**src/common/smsp_defines.vh**
```
`ifndef SMSP_DEFINES_VH
`define SMSP_DEFINES_VH

// ----------------------------------------
// control port bit positions
// ----------------------------------------
`define SMSP_CTL_EN      0
`define SMSP_CTL_MASTER  1
`define SMSP_CTL_FDE     2
`define SMSP_CTL_FAULT   3
`define SMSP_CTL_WRITE_COLLISION_FLAG    4
`define SMSP_CTL_OVR     5
`define SMSP_CTL_DONE    6
`define SMSP_CTL_BUSY    7

// ----------------------------------------
// config port bit positions
// ----------------------------------------
`define SMSP_CFG_IDLE    0
`define SMSP_CFG_PHASE   1
`define SMSP_CFG_CHR     2
`define SMSP_CFG_SAL     6
`define SMSP_CFG_IRQEN   7

// ----------------------------------------
// reset values
// ----------------------------------------
`define SMSP_CTL_RESET   8'h00
`define SMSP_CFG_RESET   8'h00
`define SMSP_DIV_RESET   8'h00
`define SMSP_BUF_RESET   16'h0000

// ----------------------------------------
// character timing, in clock edges
// ----------------------------------------
`define SMSP_LAST_EDGE8  5'h0F
`define SMSP_LAST_EDGE16 5'h1F
`define SMSP_SYNC_STAGES 2

`endif

```
**src/core/smsp_sync.v**
```verilog
`timescale 1ns/100ps
`include "smsp_defines.vh"

// two-stage synchroniser for pins from outside the clock domain
module smsp_sync #(
  parameter WIDTH = 1
) (
  input  wire             clock,
  input  wire             sys_rst,
  input  wire [WIDTH-1:0] asyncIn,
  output wire [WIDTH-1:0] syncOut
);

  reg [WIDTH-1:0] meta_reg;
  reg [WIDTH-1:0] stable_reg;

  // ----------------------------------------
  // capture chain; only stable_reg reads meta_reg
  // ----------------------------------------
  always @(posedge clock) begin
    if (sys_rst) begin
      meta_reg   <= {WIDTH{1'b0}};
      stable_reg <= {WIDTH{1'b0}};
    end else begin
      meta_reg   <= asyncIn;
      stable_reg <= meta_reg;
    end
  end

  assign syncOut = stable_reg;

endmodule // smsp_sync

```
**src/core/smsp_core.v**
```verilog
`timescale 1ns/100ps
`include "smsp_defines.vh"

module smsp_core (
  input  wire        clock,
  input  wire        sys_rst,
  input  wire        ctlWrEn,
  input  wire [7:0]  ctlWrData,
  input  wire        cfgWrEn,
  input  wire [7:0]  cfgWrData,
  input  wire        divWrEn,
  input  wire [7:0]  divWrData,
  input  wire        bufWrEn,
  input  wire [15:0] bufWrData,
  input  wire        bufRdEn,
  output wire [7:0]  ctlRdData,
  output wire [7:0]  cfgRdData,
  output wire [7:0]  divRdData,
  output wire [15:0] bufRdData,
  output wire        portIrq,
  input  wire        masterSerialIn,
  output wire        masterSerialOut,
  output wire        masterSerialOutOe,
  output wire        masterSerialClock,
  output wire        masterSerialClockOe,
  input  wire        masterSelectInput,
  input  wire        slaveSerialIn,
  output wire        slaveSerialOut,
  output wire        slaveSerialOutOe,
  input  wire        slaveClockIn
);

  // ----------------------------------------
  // state
  // ----------------------------------------
  reg        portEnable_reg,     portEnable_next;
  reg        masterRole_reg,     masterRole_next;
  reg        faultDetect_reg,    faultDetect_next;
  reg        faultFlag_reg,      faultFlag_next;
  reg        collision_reg,      collision_next;
  reg        overrun_reg,        overrun_next;
  reg        transferDone_reg,   transferDone_next;
  reg        busy_reg,           busy_next;
  reg        irqEnable_reg,      irqEnable_next;
  reg        selectLevel_reg,    selectLevel_next;
  reg        charLength_reg,     charLength_next;
  reg        samplePhase_reg,    samplePhase_next;
  reg        idleLevel_reg,      idleLevel_next;
  reg [7:0]  baudDivider_reg,    baudDivider_next;
  reg [7:0]  divCnt_reg,         divCnt_next;
  reg [4:0]  edgeCnt_reg,        edgeCnt_next;
  reg [15:0] shift_reg,          shift_next;
  reg        txBit_reg,          txBit_next;
  reg        sck_reg,            sck_next;
  reg [15:0] rxBuffer_reg,       rxBuffer_next;
  reg        rxFull_reg,         rxFull_next;
  reg        slvClkPrev_reg;
  reg        irq_reg;

  // reset word kept whole so single bits are picked by position
  localparam [7:0] CTL_RESET = `SMSP_CTL_RESET;

  wire [3:0] pinSync;
  wire       misoSync;
  wire       selSync;
  wire       mosiSync;
  wire       clkSync;

  // ----------------------------------------
  // pin synchronisers
  // ----------------------------------------
  smsp_sync #(
    .WIDTH (4)
  ) u_pinSync (
    .clock   (clock),
    .sys_rst (sys_rst),
    .asyncIn ({slaveClockIn, slaveSerialIn, masterSelectInput, masterSerialIn}),
    .syncOut (pinSync)
  );

  assign misoSync = pinSync[0];
  assign selSync  = pinSync[1];
  assign mosiSync = pinSync[2];
  assign clkSync  = pinSync[3];

  // ----------------------------------------
  // decoded conditions
  // ----------------------------------------
  wire isMaster  = portEnable_reg & masterRole_reg;
  wire isSlave   = portEnable_reg & ~masterRole_reg;
  wire selActive = (selSync == selectLevel_reg);
  // in master role select only matters when detection is on; otherwise a free pin
  wire modeFault = isMaster & faultDetect_reg & selActive;
  wire lastEdge  = (edgeCnt_reg == (charLength_reg ? `SMSP_LAST_EDGE16
                                                   : `SMSP_LAST_EDGE8));
  // one half period per divider wrap gives core/(2*(div+1))
  wire divTick   = (divCnt_reg == baudDivider_reg);
  wire masterEdge = isMaster & busy_reg & divTick;
  // slave clock seen through the synchroniser, so it needs four cycles a bit
  wire slvLead   = isSlave & selActive & (slvClkPrev_reg == idleLevel_reg)
                   & (clkSync != idleLevel_reg);
  wire slvTrail  = isSlave & selActive & busy_reg
                   & (slvClkPrev_reg != idleLevel_reg)
                   & (clkSync == idleLevel_reg);
  wire anyEdge   = masterEdge | slvLead | slvTrail;
  wire leading   = ~edgeCnt_reg[0];
  // phase 0 samples on the leading edge, phase 1 on the trailing
  wire sampleNow = anyEdge & (leading ^ samplePhase_reg);
  wire outNow    = anyEdge & ~(leading ^ samplePhase_reg);
  wire serialIn  = isMaster ? misoSync : mosiSync;
  wire complete  = anyEdge & lastEdge;
  wire slvAbort  = isSlave & busy_reg & ~selActive;
  wire collide   = bufWrEn & busy_reg;
  wire loadBuf   = bufWrEn & ~busy_reg;
  wire ctlFault  = ctlWrData[`SMSP_CTL_FAULT];
  wire ctlWcol   = ctlWrData[`SMSP_CTL_WRITE_COLLISION_FLAG];
  wire ctlOvr    = ctlWrData[`SMSP_CTL_OVR];
  wire ctlDone   = ctlWrData[`SMSP_CTL_DONE];

  // ----------------------------------------
  // next-state logic
  // ----------------------------------------
  always @* begin
    portEnable_next   = ctlWrEn ? ctlWrData[`SMSP_CTL_EN] : portEnable_reg;
    masterRole_next   = ctlWrEn ? ctlWrData[`SMSP_CTL_MASTER] : masterRole_reg;
    faultDetect_next  = ctlWrEn ? ctlWrData[`SMSP_CTL_FDE] : faultDetect_reg;
    irqEnable_next    = cfgWrEn ? cfgWrData[`SMSP_CFG_IRQEN] : irqEnable_reg;
    selectLevel_next  = cfgWrEn ? cfgWrData[`SMSP_CFG_SAL] : selectLevel_reg;
    charLength_next   = cfgWrEn ? cfgWrData[`SMSP_CFG_CHR] : charLength_reg;
    samplePhase_next  = cfgWrEn ? cfgWrData[`SMSP_CFG_PHASE] : samplePhase_reg;
    idleLevel_next    = cfgWrEn ? cfgWrData[`SMSP_CFG_IDLE] : idleLevel_reg;
    baudDivider_next  = divWrEn ? divWrData : baudDivider_reg;
    // hardware set wins over a software clear in the same cycle
    faultFlag_next    = modeFault | (ctlWrEn ? ctlFault : faultFlag_reg);
    collision_next    = collide | (ctlWrEn ? ctlWcol : collision_reg);
    overrun_next      = (complete & rxFull_reg & ~bufRdEn)
                        | (ctlWrEn ? ctlOvr : overrun_reg);
    transferDone_next = complete | (ctlWrEn ? ctlDone : transferDone_reg);
    busy_next         = busy_reg;
    divCnt_next       = divCnt_reg;
    edgeCnt_next      = edgeCnt_reg;
    shift_next        = shift_reg;
    txBit_next        = txBit_reg;
    sck_next          = sck_reg;
    rxBuffer_next     = rxBuffer_reg;
    rxFull_next       = bufRdEn ? 1'b0 : rxFull_reg;

    // buffer write: straight into the shift register when idle
    if (loadBuf) begin
      shift_next = bufWrData;
      txBit_next = charLength_reg ? bufWrData[15] : bufWrData[7];
      if (isMaster) begin
        busy_next    = 1'b1;
        divCnt_next  = 8'h00;
        edgeCnt_next = 5'h00;
      end
    end

    // master baud counter runs only inside a character
    if (isMaster & busy_reg) begin
      divCnt_next = divTick ? 8'h00 : divCnt_reg + 8'h01;
      if (divTick) begin
        sck_next = ~sck_reg;
      end
    end else begin
      sck_next = idleLevel_reg;
    end

    // first leading edge under select opens a slave character
    if (slvLead & ~busy_reg) begin
      busy_next    = 1'b1;
      edgeCnt_next = 5'h00;
    end

    // shift: sample into lsb, present new msb on the opposite edge
    if (anyEdge) begin
      edgeCnt_next = edgeCnt_reg + 5'h01;
    end
    if (sampleNow) begin
      shift_next = {shift_reg[14:0], serialIn};
    end
    if (outNow) begin
      txBit_next = charLength_reg ? shift_reg[15] : shift_reg[7];
    end

    // end of character; buffer keeps older data when still unread
    if (complete) begin
      busy_next    = 1'b0;
      edgeCnt_next = 5'h00;
      // select stays asserted, next leading edge starts the next one
      if (~rxFull_reg | bufRdEn) begin
        rxBuffer_next = charLength_reg ? shift_next
                                       : {8'h00, shift_next[7:0]};
        rxFull_next   = 1'b1;
      end
    end

    // slave deselected mid-character: drop partial character
    if (slvAbort) begin
      busy_next    = 1'b0;
      edgeCnt_next = 5'h00;
    end

    // software disable stops any character in flight
    if (~portEnable_reg) begin
      busy_next    = 1'b0;
      edgeCnt_next = 5'h00;
    end

    // contention guard: leave the bus at once
    if (modeFault) begin
      masterRole_next = 1'b0;
      portEnable_next = 1'b0;
      busy_next       = 1'b0;
      edgeCnt_next    = 5'h00;
    end
  end

  // ----------------------------------------
  // registers
  // ----------------------------------------
  always @(posedge clock) begin
    if (sys_rst) begin
      portEnable_reg   <= CTL_RESET[`SMSP_CTL_EN];
      masterRole_reg   <= CTL_RESET[`SMSP_CTL_MASTER];
      faultDetect_reg  <= CTL_RESET[`SMSP_CTL_FDE];
      faultFlag_reg    <= 1'b0;
      collision_reg    <= 1'b0;
      overrun_reg      <= 1'b0;
      transferDone_reg <= 1'b0;
      busy_reg         <= 1'b0;
      irqEnable_reg    <= 1'b0;
      selectLevel_reg  <= 1'b0;
      charLength_reg   <= 1'b0;
      samplePhase_reg  <= 1'b0;
      idleLevel_reg    <= 1'b0;
      baudDivider_reg  <= `SMSP_DIV_RESET;
      divCnt_reg       <= 8'h00;
      edgeCnt_reg      <= 5'h00;
      shift_reg        <= `SMSP_BUF_RESET;
      txBit_reg        <= 1'b0;
      sck_reg          <= 1'b0;
      rxBuffer_reg     <= `SMSP_BUF_RESET;
      rxFull_reg       <= 1'b0;
      slvClkPrev_reg   <= 1'b0;
      irq_reg          <= 1'b0;
    end else begin
      portEnable_reg   <= portEnable_next;
      masterRole_reg   <= masterRole_next;
      faultDetect_reg  <= faultDetect_next;
      faultFlag_reg    <= faultFlag_next;
      collision_reg    <= collision_next;
      overrun_reg      <= overrun_next;
      transferDone_reg <= transferDone_next;
      busy_reg         <= busy_next;
      irqEnable_reg    <= irqEnable_next;
      selectLevel_reg  <= selectLevel_next;
      charLength_reg   <= charLength_next;
      samplePhase_reg  <= samplePhase_next;
      idleLevel_reg    <= idleLevel_next;
      baudDivider_reg  <= baudDivider_next;
      divCnt_reg       <= divCnt_next;
      edgeCnt_reg      <= edgeCnt_next;
      shift_reg        <= shift_next;
      txBit_reg        <= txBit_next;
      sck_reg          <= sck_next;
      rxBuffer_reg     <= rxBuffer_next;
      rxFull_reg       <= rxFull_next;
      slvClkPrev_reg   <= clkSync;
      // flags written to 1 by software interrupt too
      irq_reg          <= irqEnable_next & (faultFlag_next | collision_next
                          | overrun_next | transferDone_next);
    end
  end

  // ----------------------------------------
  // software view
  // ----------------------------------------
  assign ctlRdData = {busy_reg, transferDone_reg, overrun_reg, collision_reg,
                      faultFlag_reg, faultDetect_reg, masterRole_reg,
                      portEnable_reg};
  // unused config bits read as zero
  assign cfgRdData = {irqEnable_reg, selectLevel_reg, 3'b000, charLength_reg,
                      samplePhase_reg, idleLevel_reg};
  assign divRdData = baudDivider_reg;
  assign bufRdData = rxBuffer_reg;
  assign portIrq   = irq_reg;

  // ----------------------------------------
  // pins; select is never driven here
  // ----------------------------------------
  assign masterSerialOut     = txBit_reg;
  assign masterSerialOutOe   = isMaster;
  assign masterSerialClock   = sck_reg;
  assign masterSerialClockOe = isMaster;
  assign slaveSerialOut      = txBit_reg;
  assign slaveSerialOutOe    = isSlave & selActive;

endmodule // smsp_core

```
**config.mk**
```make
export PLATFORM = sky130hd
export DESIGN_NAME = smsp_core
export DESIGN_NICKNAME = d
export VERILOG_FILES = /design/src/core/smsp_sync.v /design/src/core/smsp_core.v
export VERILOG_INCLUDE_DIRS = /design/src /design/src/common
export SDC_FILE = /design/constraint.sdc
export NUM_CORES = 1
export LEC_CHECK = 0
export BUFFER_PORTS_ARGS = -buffer_cell sky130_fd_sc_hd__buf_2
export CAP_MARGIN = 5
export CORE_MARGIN = 2
export CORE_UTILIZATION = 56
export DETAILED_ROUTE_END_ITERATION = 10
export GPL_TIMING_DRIVEN = 1
export HOLD_SLACK_MARGIN = 0.08
export PLACE_DENSITY = 0.94
export SLEW_MARGIN = 20
export SYNTH_ARGS = -nofsm -noshare
export SYNTH_HDL_FRONTEND = slang
export SYNTH_SLANG_ARGS = --single-unit
```
**constraint.sdc**
```tcl
create_clock -name clock -period 4.4 [get_ports clock]
set_input_delay 0.66 -clock clock [delete_from_list [all_inputs] [get_ports clock]]
set_output_delay 0.66 -clock clock [all_outputs]
set_load 0.01 [all_outputs]
```
==> results.py, run 1 <==
metrics = {
    "synth": {
        "ys_types": 47,
        "synth_edf_count": 0,
        "yosysWarnings": 0,
        "ys_seq_area_frac": 0.450,
        "async_reset_ff_frac": 0,
        "ys_ff_latch": 79,
        "avgSynthCellArea_um2": 10.1,
        "syn_area_um2": 3510,
        "syn-instance-count": 349,
        "yosys_most_used_dff": "dfxtp_1",
    },
    "floorplanning": {
        "coreArea_um2": 5990,
        "rows": 28,
        "fp.dieH_um": 83.2,
        "start_util": 0.586,
        "fp.dieW_um": 83.2,
        "top_level_ports": 98,
        "die_area_um2": 6920,
    },
    "cts": {
        "cts_max_path_buffers": 2,
        "cts_num_sinks": 79,
        "htreeDepth": 3,
        "hold_buffers": 0,
        "clk_latency_ns": 0.36,
        "clk_pin_slew_worst_paths_ns": 0.09,
        "cts_resized": 0,
        "cts_made_buffers": 9,
        "cts_tree": "yes",
        "cts_root_buffer": "clkbuf_8",
        "postCtsSetupRepairBufs": 0,
    },
    "detailed_routing": {
        "wl_um": 7610,
        "post_drt_wl_per_cell_um": 15.2,
        "drt-vias-per-instance": 5.51,
        "drtIter0Drc": 133,
        "antenna_left": 0,
        "first_pass_iters": 4,
        "drc": 0,
        "num_vias": 2751,
    },
    "sta": {
        "relSlewSlack": 0.265,
        "slew_violations": 0,
        "setup_viol": 0,
        "skew_ns": 0.0133,
        "hold_viol": 0,
        "period_minus_slack_ns": 2.40,
        "fmax_mhz": 416,
        "tightest_slew_ns": 1.10,
        "fin_crit_sh": 0.546,
        "fin_setup_tns_ns": 0,
        "rsz0062_at_grt": "no",
    },
    "run": {
        "max-cap-violations": 0,
    },
    "layout": {
        "seq_area_um2": 1580,
        "drive_gt1_frac": 0.316,
        "postLayoutCoreUtil": 0.678,
        "area_growth_pct": 15.8,
        "final_common_cell": "buf_2",
        "most-common-layout-cells": "buf_2, dfxtp_1, nor2_1",
        "n_fill_cell": 433,
        "final_cell_area_um2": 4060,
        "diodes": 0,
        "nets": 472,
        "multi_input_area_um2": 1690,
    },
    "power_and_ir_drop": {
        "switching_share": 0.246,
        "p_seq_frac": 0.506,
        "powerDensity_nw_per_um2": 369,
        "p_comb_frac": 0.097,
        "pwr-share-clk": 0.398,
        "vdd_drop_max_mv": 0.266,
        "switchingPower_w": 0.000369,
        "p_int_w": 0.00113,
        "p_leak_nw": 1.89,
    },
    "place": {
        "hpwl_um": 5500,
        "routabilityCongestion": 0.850,
        "place_area_um2": 3840,
        "io_buffers": 90,
    },
    "setup_path": {
        "crit_path_start_kind": "register",
        "arrival_ns": 2.63,
        "critical_path_required_ns": 4.62,
        "critPathKind": "reg2reg",
        "cp-end-kind": "register",
        "path_max_fanout": 16,
    },
    "global_route": {
        "grt.overflow.total": 0,
        "grt_pass1_vias": 2751,
        "grt_pass1_wl_um": 12700,
        "grt_max_degree": 54,
        "track_usage": 0.225,
        "antenna_found_initial": 0,
    },
    "hold_path": {
        "hold_path.class": "reg2reg",
    },
    "run_status": {
        "outcome": "finished, final reports clean",
    },
}
[routing by layer]
metal / wire, um / up-vias / GRT usage
met1: 3180 / 1335 / 0.258
met5: 0 / - / 0
li1: - / 1330 / -
met4: 128 / 0 / 0.0954
met2: 3930 / 73 / 0.399
met3: 365 / 13 / 0.0537
[worst max-delay path, cell delays in order, from the launching register on]
cell	delay [ns]
dfxtp_1	0.42
xnor2_1	0.17
nand4_1	0.23
nor3_4	0.48
nand2b_1	0.31
a31oi_2	0.40
o2bb2ai_1	0.26
[kinds of logic (layout without fill, tap and decap cells)]
family | count (synthesis) | count (layout) | synth area share
fa+ha+maj | 2 | 2 | 0.00713
simple gates | 104 | 104 | 0.146
buf+inv | 39 | 112 | 0.0716
other cells | 1 | 3 | 0.00107
mux | 56 | 56 | 0.166
xor+xnor | 20 | 20 | 0.0499
compound gates | 48 | 48 | 0.107
flops | 79 | 79 | 0.450
[per-stage QoR]
| stage | hold WS (ns) | setup slack, ns | total power [W] | cells |
|---|---|---|---|---|
| 6_report | 0.441 | 2.00 | 0.00150 | 499 |
| 3_5_place_dp | 0.422 | 2.07 | 0.000919 | 483 |
| 2_1_floorplan | 0.414 | 2.54 | 0.000878 | 351 |
| 5_1_grt | 0.457 | 1.76 | 0.00155 | 499 |
| 3_3_place_gp | 0.418 | 2.16 | 0.000911 | 483 |
| 4_1_cts | 0.441 | 2.02 | 0.00151 | 499 |
[layout make-up]
class                      count  area share
clock buffer                   9      0.0305
clock inverter                 7      0.0234
inverter                       4     0.00369
multi-input combinational    233       0.416
sequential                    79       0.389
tap                           75      0.0231
timing repair buffer          92       0.115
[power groups by stage]
stage / Clock [W] / Sequential, W / Combinational (W)
finish: 0.000596 / 0.000758 / 0.000145
global route: 0.000633 / 0.000761 / 0.000158
global placement: 0 / 0.000773 / 0.000138
floorplan: 0 / 0.000773 / 0.000105
detailed placement: 0 / 0.000775 / 0.000144
CTS: 0.000606 / 0.000758 / 0.000145
[synthesized netlist by cell type (4+ instances only)]
cell type,instances,share of area
a21oi_1,7,0.010
nor2_1,50,0.053
mux2i_1,38,0.11
o2bb2ai_1,15,0.037
inv_1,4,0.0043
nor2b_1,13,0.023
buf_4,19,0.041
dfxtp_1,79,0.45
buf_6,4,0.013
nand4_1,6,0.011
nand2b_1,4,0.0071
o21ai_0,7,0.010
mux2_2,18,0.058
nand2_1,11,0.012
xnor2_1,12,0.030
clkbuf_1,8,0.0086
xor2_1,8,0.020
[path summary, 6_finish.rpt]
path / from / to / slack, ns / depth (start not counted)
setup / recovery: divCnt_reg[0]$_SDFFE_PP0P_ / bufRdData[9]$_SDFFE_PP0P_ / 2.00 / 6
hold / removal: u_pinSync.meta_reg[1]$_SDFF_PP0_ / u_pinSync.syncOut[1]$_SDFF_PP0_ / 0.44 / 1
setup reg to reg: divCnt_reg[0]$_SDFFE_PP0P_ / bufRdData[9]$_SDFFE_PP0P_ / 2.00 / 6
hold reg to reg: u_pinSync.meta_reg[1]$_SDFF_PP0_ / u_pinSync.syncOut[1]$_SDFF_PP0_ / 0.44 / 1
Power figures use the tool's default switching activity.
==> inputs of run 2 (changes only) <==
--- a/config.mk
+++ b/config.mk
@@ -9,11 +9,11 @@
 export BUFFER_PORTS_ARGS = -buffer_cell sky130_fd_sc_hd__buf_2
 export CAP_MARGIN = 5
 export CORE_MARGIN = 2
-export CORE_UTILIZATION = 56
+export CORE_UTILIZATION = 52
 export DETAILED_ROUTE_END_ITERATION = 10
 export GPL_TIMING_DRIVEN = 1
 export HOLD_SLACK_MARGIN = 0.08
-export PLACE_DENSITY = 0.94
+export PLACE_DENSITY = 0.89
 export SLEW_MARGIN = 20
 export SYNTH_ARGS = -nofsm -noshare
 export SYNTH_HDL_FRONTEND = slang
==> constraint.sdc (replaced) <==
create_clock -name clock -period 2.4 [get_ports clock]
set_input_delay 0.36 -clock clock [delete_from_list [all_inputs] [get_ports clock]]
set_output_delay 0.36 -clock clock [all_outputs]
set_load 0.01 [all_outputs]
==> run 2 against run 1 <==
  * Critical path depth increased by 1
  * Worst setup slack lost 1.7 ns
  * Combinational power rose by 83%
  * Register-to-register slack lost 1.7 ns
  * Clock-buffer cell count did not move
  * Core utilization shrank 3.4 points
  * Fmax rose by 13%
  * Highest routed layer unchanged
==> results.py, run 2 (same netlist as run 1, synthesis figures left out) <==
metrics = {
    "floorplanning": {
        "coreArea_um2": 6420,
        "top_level_ports": 98,
        "fp.dieW_um": 86.2,
        "fp.dieH_um": 86.2,
        "start_util": 0.547,
        "die_area_um2": 7430,
        "rows": 29,
    },
    "place": {
        "routabilityCongestion": 0.798,
        "hpwl_um": 5420,
        "place_area_um2": 3890,
        "io_buffers": 90,
    },
    "global_route": {
        "grt_max_degree": 34,
        "track_usage": 0.207,
        "grt.overflow.total": 0,
        "grt_pass1_vias": 2674,
        "grt_pass1_wl_um": 12200,
        "antenna_found_initial": 0,
    },
    "detailed_routing": {
        "antenna_left": 0,
        "num_vias": 2715,
        "drtIter0Drc": 138,
        "first_pass_iters": 4,
        "drc": 0,
        "post_drt_wl_per_cell_um": 14.6,
        "wl_um": 7390,
        "drt-vias-per-instance": 5.36,
    },
    "setup_path": {
        "crit_path_start_kind": "register",
        "worstRegToRegCells": 7,
        "crit_path_start": "divCnt_reg[0]$_SDFFE_PP0P_",
        "arrival_ns": 2.35,
        "critPathKind": "reg2reg",
        "path_cells": "xnor2_1 -> nand4_1 -> nor3_4 -> nand2b_1 -> a31oi_2 -> buf_4 -> o2bb2ai_1",
        "slowest_delay_ns": 0.47,
        "critical_path_required_ns": 2.62,
        "cp-end-kind": "register",
        "path_max_fanout": 16,
        "r2r_start": "divCnt_reg[0]$_SDFFE_PP0P_",
        "cp_slowest_cell": "nor3_4",
    },
    "sta": {
        "fin_setup_tns_ns": 0,
        "fin_crit_sh": 0.888,
        "tightest_slew_ns": 0.597,
        "period_minus_slack_ns": 2.13,
        "hold_viol": 0,
        "skew_ns": 0.00810,
        "relSlewSlack": 0.598,
        "fmax_mhz": 469,
        "setup_viol": 0,
        "rsz0062_at_grt": "no",
        "slew_violations": 0,
    },
    "power_and_ir_drop": {
        "vdd_drop_max_mv": 0.467,
        "p_leak_nw": 1.93,
        "powerDensity_nw_per_um2": 685,
        "power_w": 0.00284,
    },
    "cts": {
        "cts_num_sinks": 79,
        "cts_max_path_buffers": 2,
        "cts_root_buffer": "clkbuf_8",
        "htreeDepth": 3,
        "clk_latency_ns": 0.35,
        "hold_buffers": 0,
        "cts_tree": "yes",
        "clk_pin_slew_worst_paths_ns": 0.08,
        "cts_made_buffers": 9,
        "postCtsSetupRepairBufs": 0,
        "cts_resized": 0,
    },
    "layout": {
        "area_growth_pct": 17.9,
        "drive_gt1_frac": 0.326,
        "diodes": 0,
        "final_common_cell": "buf_2",
        "nets": 478,
        "final_cell_area_um2": 4140,
        "most-common-layout-cells": "buf_2, dfxtp_1, nor2_1",
    },
    "hold_path": {
        "hold_path.class": "in2reg",
        "hold_start": "slaveSerialIn",
        "hold_path_depth": 2,
    },
    "run": {
        "max-cap-violations": 0,
    },
    "run_status": {
        "outcome": "finished, final reports clean",
    },
}
## run 2: cell types whose count changed in the layout (fill, tap and decap cells not counted), sizes merged
cell	change
clkinv	+2
buf	+6
clkinvlp	-1
inv	-2
bufinv	+1
## run 2: layout make-up
type	count	area, um^2
multi-input combinational	233	1690
fill	481	2280
inverter	4	15.0
timing repair buffer	98	510
clock inverter	7	121
tap	77	96.3
sequential	79	1580
clock buffer	9	124
## run 2: critical path: cells and delay by family, from the launching register on
kind / cells / cell delay [ns]
AND/OR/NAND/NOR: 3 / 0.95
flip-flops: 1 / 0.43
AO/OA/AOI/OAI: 2 / 0.26
buffers and inverters: 1 / 0.21
XOR/XNOR: 1 / 0.14
## run 2: path summary, 6_finish.rpt
kind / endpoint / slack, ns
setup / recovery: bufRdData[11]$_SDFFE_PP0P_ / 0.27
hold / removal: u_pinSync.meta_reg[2]$_SDFF_PP0_ / 0.22
setup reg to reg: bufRdData[11]$_SDFFE_PP0P_ / 0.27
hold reg to reg: u_pinSync.syncOut[3]$_SDFF_PP0_ / 0.44
## run 2: metrics by stage
stage / setup WS (ns) / utilization / hold WS, ns / cells
floorplan: 0.544 / - / 0.414 / 351
global placement: 0.344 / 0.606 / 0.418 / 491
detailed placement: 0.265 / 0.606 / 0.422 / 491
CTS: 0.257 / 0.644 / 0.203 / 507
global route: 0.108 / 0.644 / 0.211 / 507
finish: 0.270 / 0.644 / 0.215 / 507
## run 2: metal layers
layer  vias to the layer above  global-route usage  wire length [um]  part of all wire
met2                        57               0.345              3790              0.51
li1                       1351                   -                 -                 -
met5                         -                   0                 0                 0
met3                        13              0.0533               284             0.038
met1                      1294               0.255              3180              0.43
met4                         0              0.0895               133             0.018
## run 2: power by group
part,leakage [nW],total [W],internal [W],switching [W]
clock,0.123,0.00118,0.000694,0.000485
combinational,1.16,0.000266,0.000129,0.000138
sequential,0.646,0.00139,0.00136,0.0000334
total,1.93,0.00284,0.00218,0.000656
==> inputs of run 3 (changes only) <==
--- a/config.mk
+++ b/config.mk
@@ -6,10 +6,11 @@
 export SDC_FILE = /design/constraint.sdc
 export NUM_CORES = 1
 export LEC_CHECK = 0
+export ABC_AREA = 1
 export BUFFER_PORTS_ARGS = -buffer_cell sky130_fd_sc_hd__buf_2
 export CAP_MARGIN = 5
 export CORE_MARGIN = 2
-export CORE_UTILIZATION = 52
+export CORE_UTILIZATION = 53
 export DETAILED_ROUTE_END_ITERATION = 10
 export GPL_TIMING_DRIVEN = 1
 export HOLD_SLACK_MARGIN = 0.08
==> run 3 against run 2 <==
  * Core utilization down 0.33 points
  * Non-clock buffer count down 4
  * Highest routed layer unchanged
  * Synthesized cell count up 57%
  * Critical path type unchanged
  * Fmax up 6.7%
==> results.py, run 3 <==
metrics = {
    "sta": {
        "hold_viol": 0,
        "timing.final.ws_setup_ns": 0.403,
        "skew_ns": 0.0119,
        "fmax_mhz": 501,
        "setup_viol": 0,
        "fin_setup_tns_ns": 0,
        "period_minus_slack_ns": 2.00,
        "fin_crit_sh": 0.832,
        "rsz0062_at_grt": "no",
        "slew_violations": 0,
    },
    "place": {
        "routabilityCongestion": 0.829,
        "post-place-ws_ns": 0.408,
        "io_buffers": 90,
        "hpwl_um": 6350,
    },
    "synth": {
        "yosysMostFrequentCell": "nand2_1",
        "yosysTopAreaCell": "dfxtp_1",
        "avgSynthCellArea_um2": 6.99,
        "ys_types": 38,
        "synth_edf_count": 0,
        "syn-instance-count": 547,
        "ys_seq_area_frac": 0.414,
        "ys_ff_latch": 79,
        "yosysWarnings": 0,
        "async_reset_ff_frac": 0,
        "yosys_most_used_dff": "dfxtp_1",
        "yosys-top-cells-count": "nand2_1, dfxtp_1, nor2_1",
        "syn_area_um2": 3820,
        "synth_area_leaders": "dfxtp_1, nand2_1, nor2_1",
        "netlist.area_leader.share": 0.414,
    },
    "layout": {
        "area_growth_pct": 15.2,
        "most-common-layout-cells": "nand2_1, buf_2, dfxtp_1",
        "drive_gt1_frac": 0.214,
        "final_common_cell": "nand2_1",
        "nets": 670,
        "n_fill_cell": 601,
        "diodes": 0,
    },
    "cts": {
        "clk_latency_ns": 0.36,
        "cts_max_path_buffers": 2,
        "cts_num_sinks": 79,
        "hold_buffers": 0,
        "cts_tree": "yes",
        "cts_made_buffers": 9,
        "htreeDepth": 3,
        "clk_pin_slew_worst_paths_ns": 0.08,
        "postCtsSetupRepairBufs": 0,
        "cts_root_buffer": "clkbuf_8",
        "cts_resized": 0,
    },
    "power_and_ir_drop": {
        "p_comb_frac": 0.106,
        "p_int_w": 0.00208,
        "switchingPower_w": 0.000704,
        "p_seq_frac": 0.500,
        "switching_share": 0.252,
        "powerDensity_nw_per_um2": 633,
        "pwr-share-clk": 0.395,
        "vdd_drop_max_mv": 0.525,
        "p_leak_nw": 2.25,
    },
    "detailed_routing": {
        "top_layer": "met4",
        "drt-vias-per-instance": 5.01,
        "met3_length_um": 624,
        "num_vias": 3599,
        "drtIter0Drc": 292,
        "post_drt_wl_per_cell_um": 12.7,
        "drc": 0,
        "antenna_left": 0,
        "met2WireLength_um": 4390,
        "wl_met1_um": 3830,
        "wl_um": 9110,
        "first_pass_iters": 5,
    },
    "global_route": {
        "antenna_found_initial": 0,
        "grt_pass1_vias": 3526,
        "track_usage": 0.247,
        "grt_pass1_wl_um": 15100,
        "grt_max_degree": 40,
        "grt.overflow.total": 0,
    },
    "floorplanning": {
        "coreArea_um2": 6870,
        "start_util": 0.556,
        "fp.dieW_um": 88.9,
        "fp.dieH_um": 88.9,
        "die_area_um2": 7910,
        "top_level_ports": 98,
        "rows": 30,
    },
    "run": {
        "max-cap-violations": 0,
    },
    "hold_path": {
        "hold_path.class": "in2reg",
    },
    "setup_path": {
        "critical_path_required_ns": 2.63,
        "cp-end-kind": "register",
        "path_max_fanout": 27,
        "critPathKind": "reg2reg",
        "crit_path_start_kind": "register",
        "arrival_ns": 2.23,
    },
    "run_status": {
        "outcome": "finished, final reports clean",
    },
}
run 3: cell types whose count changed after synthesis, moves of 4 or more:
cell	before	now
nor2b_1	13	0
a21oi_1	7	38
o21ai_0	7	21
nand2b_1	4	0
mux2i_1	38	3
nand4_1	6	1
inv_1	4	60
nor2_1	50	67
nand2_1	11	154
xnor2_1	12	5
mux2_2	18	0
o2bb2ai_1	15	0
nand3_1	3	35
nand3_2	0	4
run 3: layout make-up:
type | count | area (um^2) | area share
multi-input combinational | 369 | 1760 | 0.400
sequential | 79 | 1580 | 0.359
timing repair buffer | 94 | 480 | 0.109
inverter | 64 | 240 | 0.0546
clock buffer | 10 | 138 | 0.0313
tap | 96 | 120 | 0.0273
clock inverter | 6 | 83.8 | 0.0190
run 3: kinds of logic after synthesis:
| family | Yosys count | share of synthesized area |
|---|---|---|
| multiplexers | 3 | 0.00786 |
| adder cells (fa/ha/maj) | 2 | 0.00655 |
| buffers and inverters | 101 | 0.128 |
| flip-flops | 79 | 0.414 |
| XOR/XNOR | 13 | 0.0367 |
| other | 1 | 0.000981 |
| AO/OA/AOI/OAI | 67 | 0.0926 |
| AND/OR/NAND/NOR | 281 | 0.314 |
run 3: power by group through the flow:
stage	clock, W	combinational, W	sequential (W)
after floorplan	0	0.000207	0.00142
after global placement	0	0.000281	0.00142
after detailed placement	0	0.000291	0.00142
after CTS	0.00110	0.000294	0.00139
after global routing	0.00116	0.000329	0.00140
final	0.00110	0.000294	0.00139
run 3: per-stage QoR:
step	cells	util	power [W]	instance area, um^2	hold slack, ns
floorplan	549	-	0.00163	3830	0.388
global placement	702	0.609	0.00170	4180	0.390
detailed placement	702	0.609	0.00171	4180	0.400
CTS	718	0.641	0.00279	4400	0.201
global route	718	0.641	0.00289	4400	0.218
finish	718	0.641	0.00279	4400	0.204
run 3: worst max-delay path: stages (launching register included):
cell and delay [ns]:
dfxtp_1 0.42, xnor2_1 0.15, nand2_1 0.07, nor2_1 0.16
nand3_2 0.12, nand2_4 0.28, nand3_4 0.32, nand2_1 0.15
inv_1 0.06, o21bai_1 0.15
run 3: worst paths after layout:
path	startpoint	slack (ns)	end	cells past startpoint
min	masterSelectInput	0.20	u_pinSync.meta_reg[1]$_SDFF_PP0_	3
max reg2reg	divCnt_reg[2]$_SDFFE_PP0P_	0.40	bufRdData[9]$_SDFFE_PP0P_	9
min reg2reg	u_pinSync.meta_reg[3]$_SDFF_PP0_	0.41	u_pinSync.syncOut[3]$_SDFF_PP0_	2
max	divCnt_reg[2]$_SDFFE_PP0P_	0.40	bufRdData[9]$_SDFFE_PP0P_	9
run 3: per-layer routing:
metal | global-route usage | up-vias
met3 | 0.0628 | 26
li1 | - | 1823
met5 | 0 | -
met4 | 0.121 | 0
met2 | 0.433 | 147
met1 | 0.278 | 1603
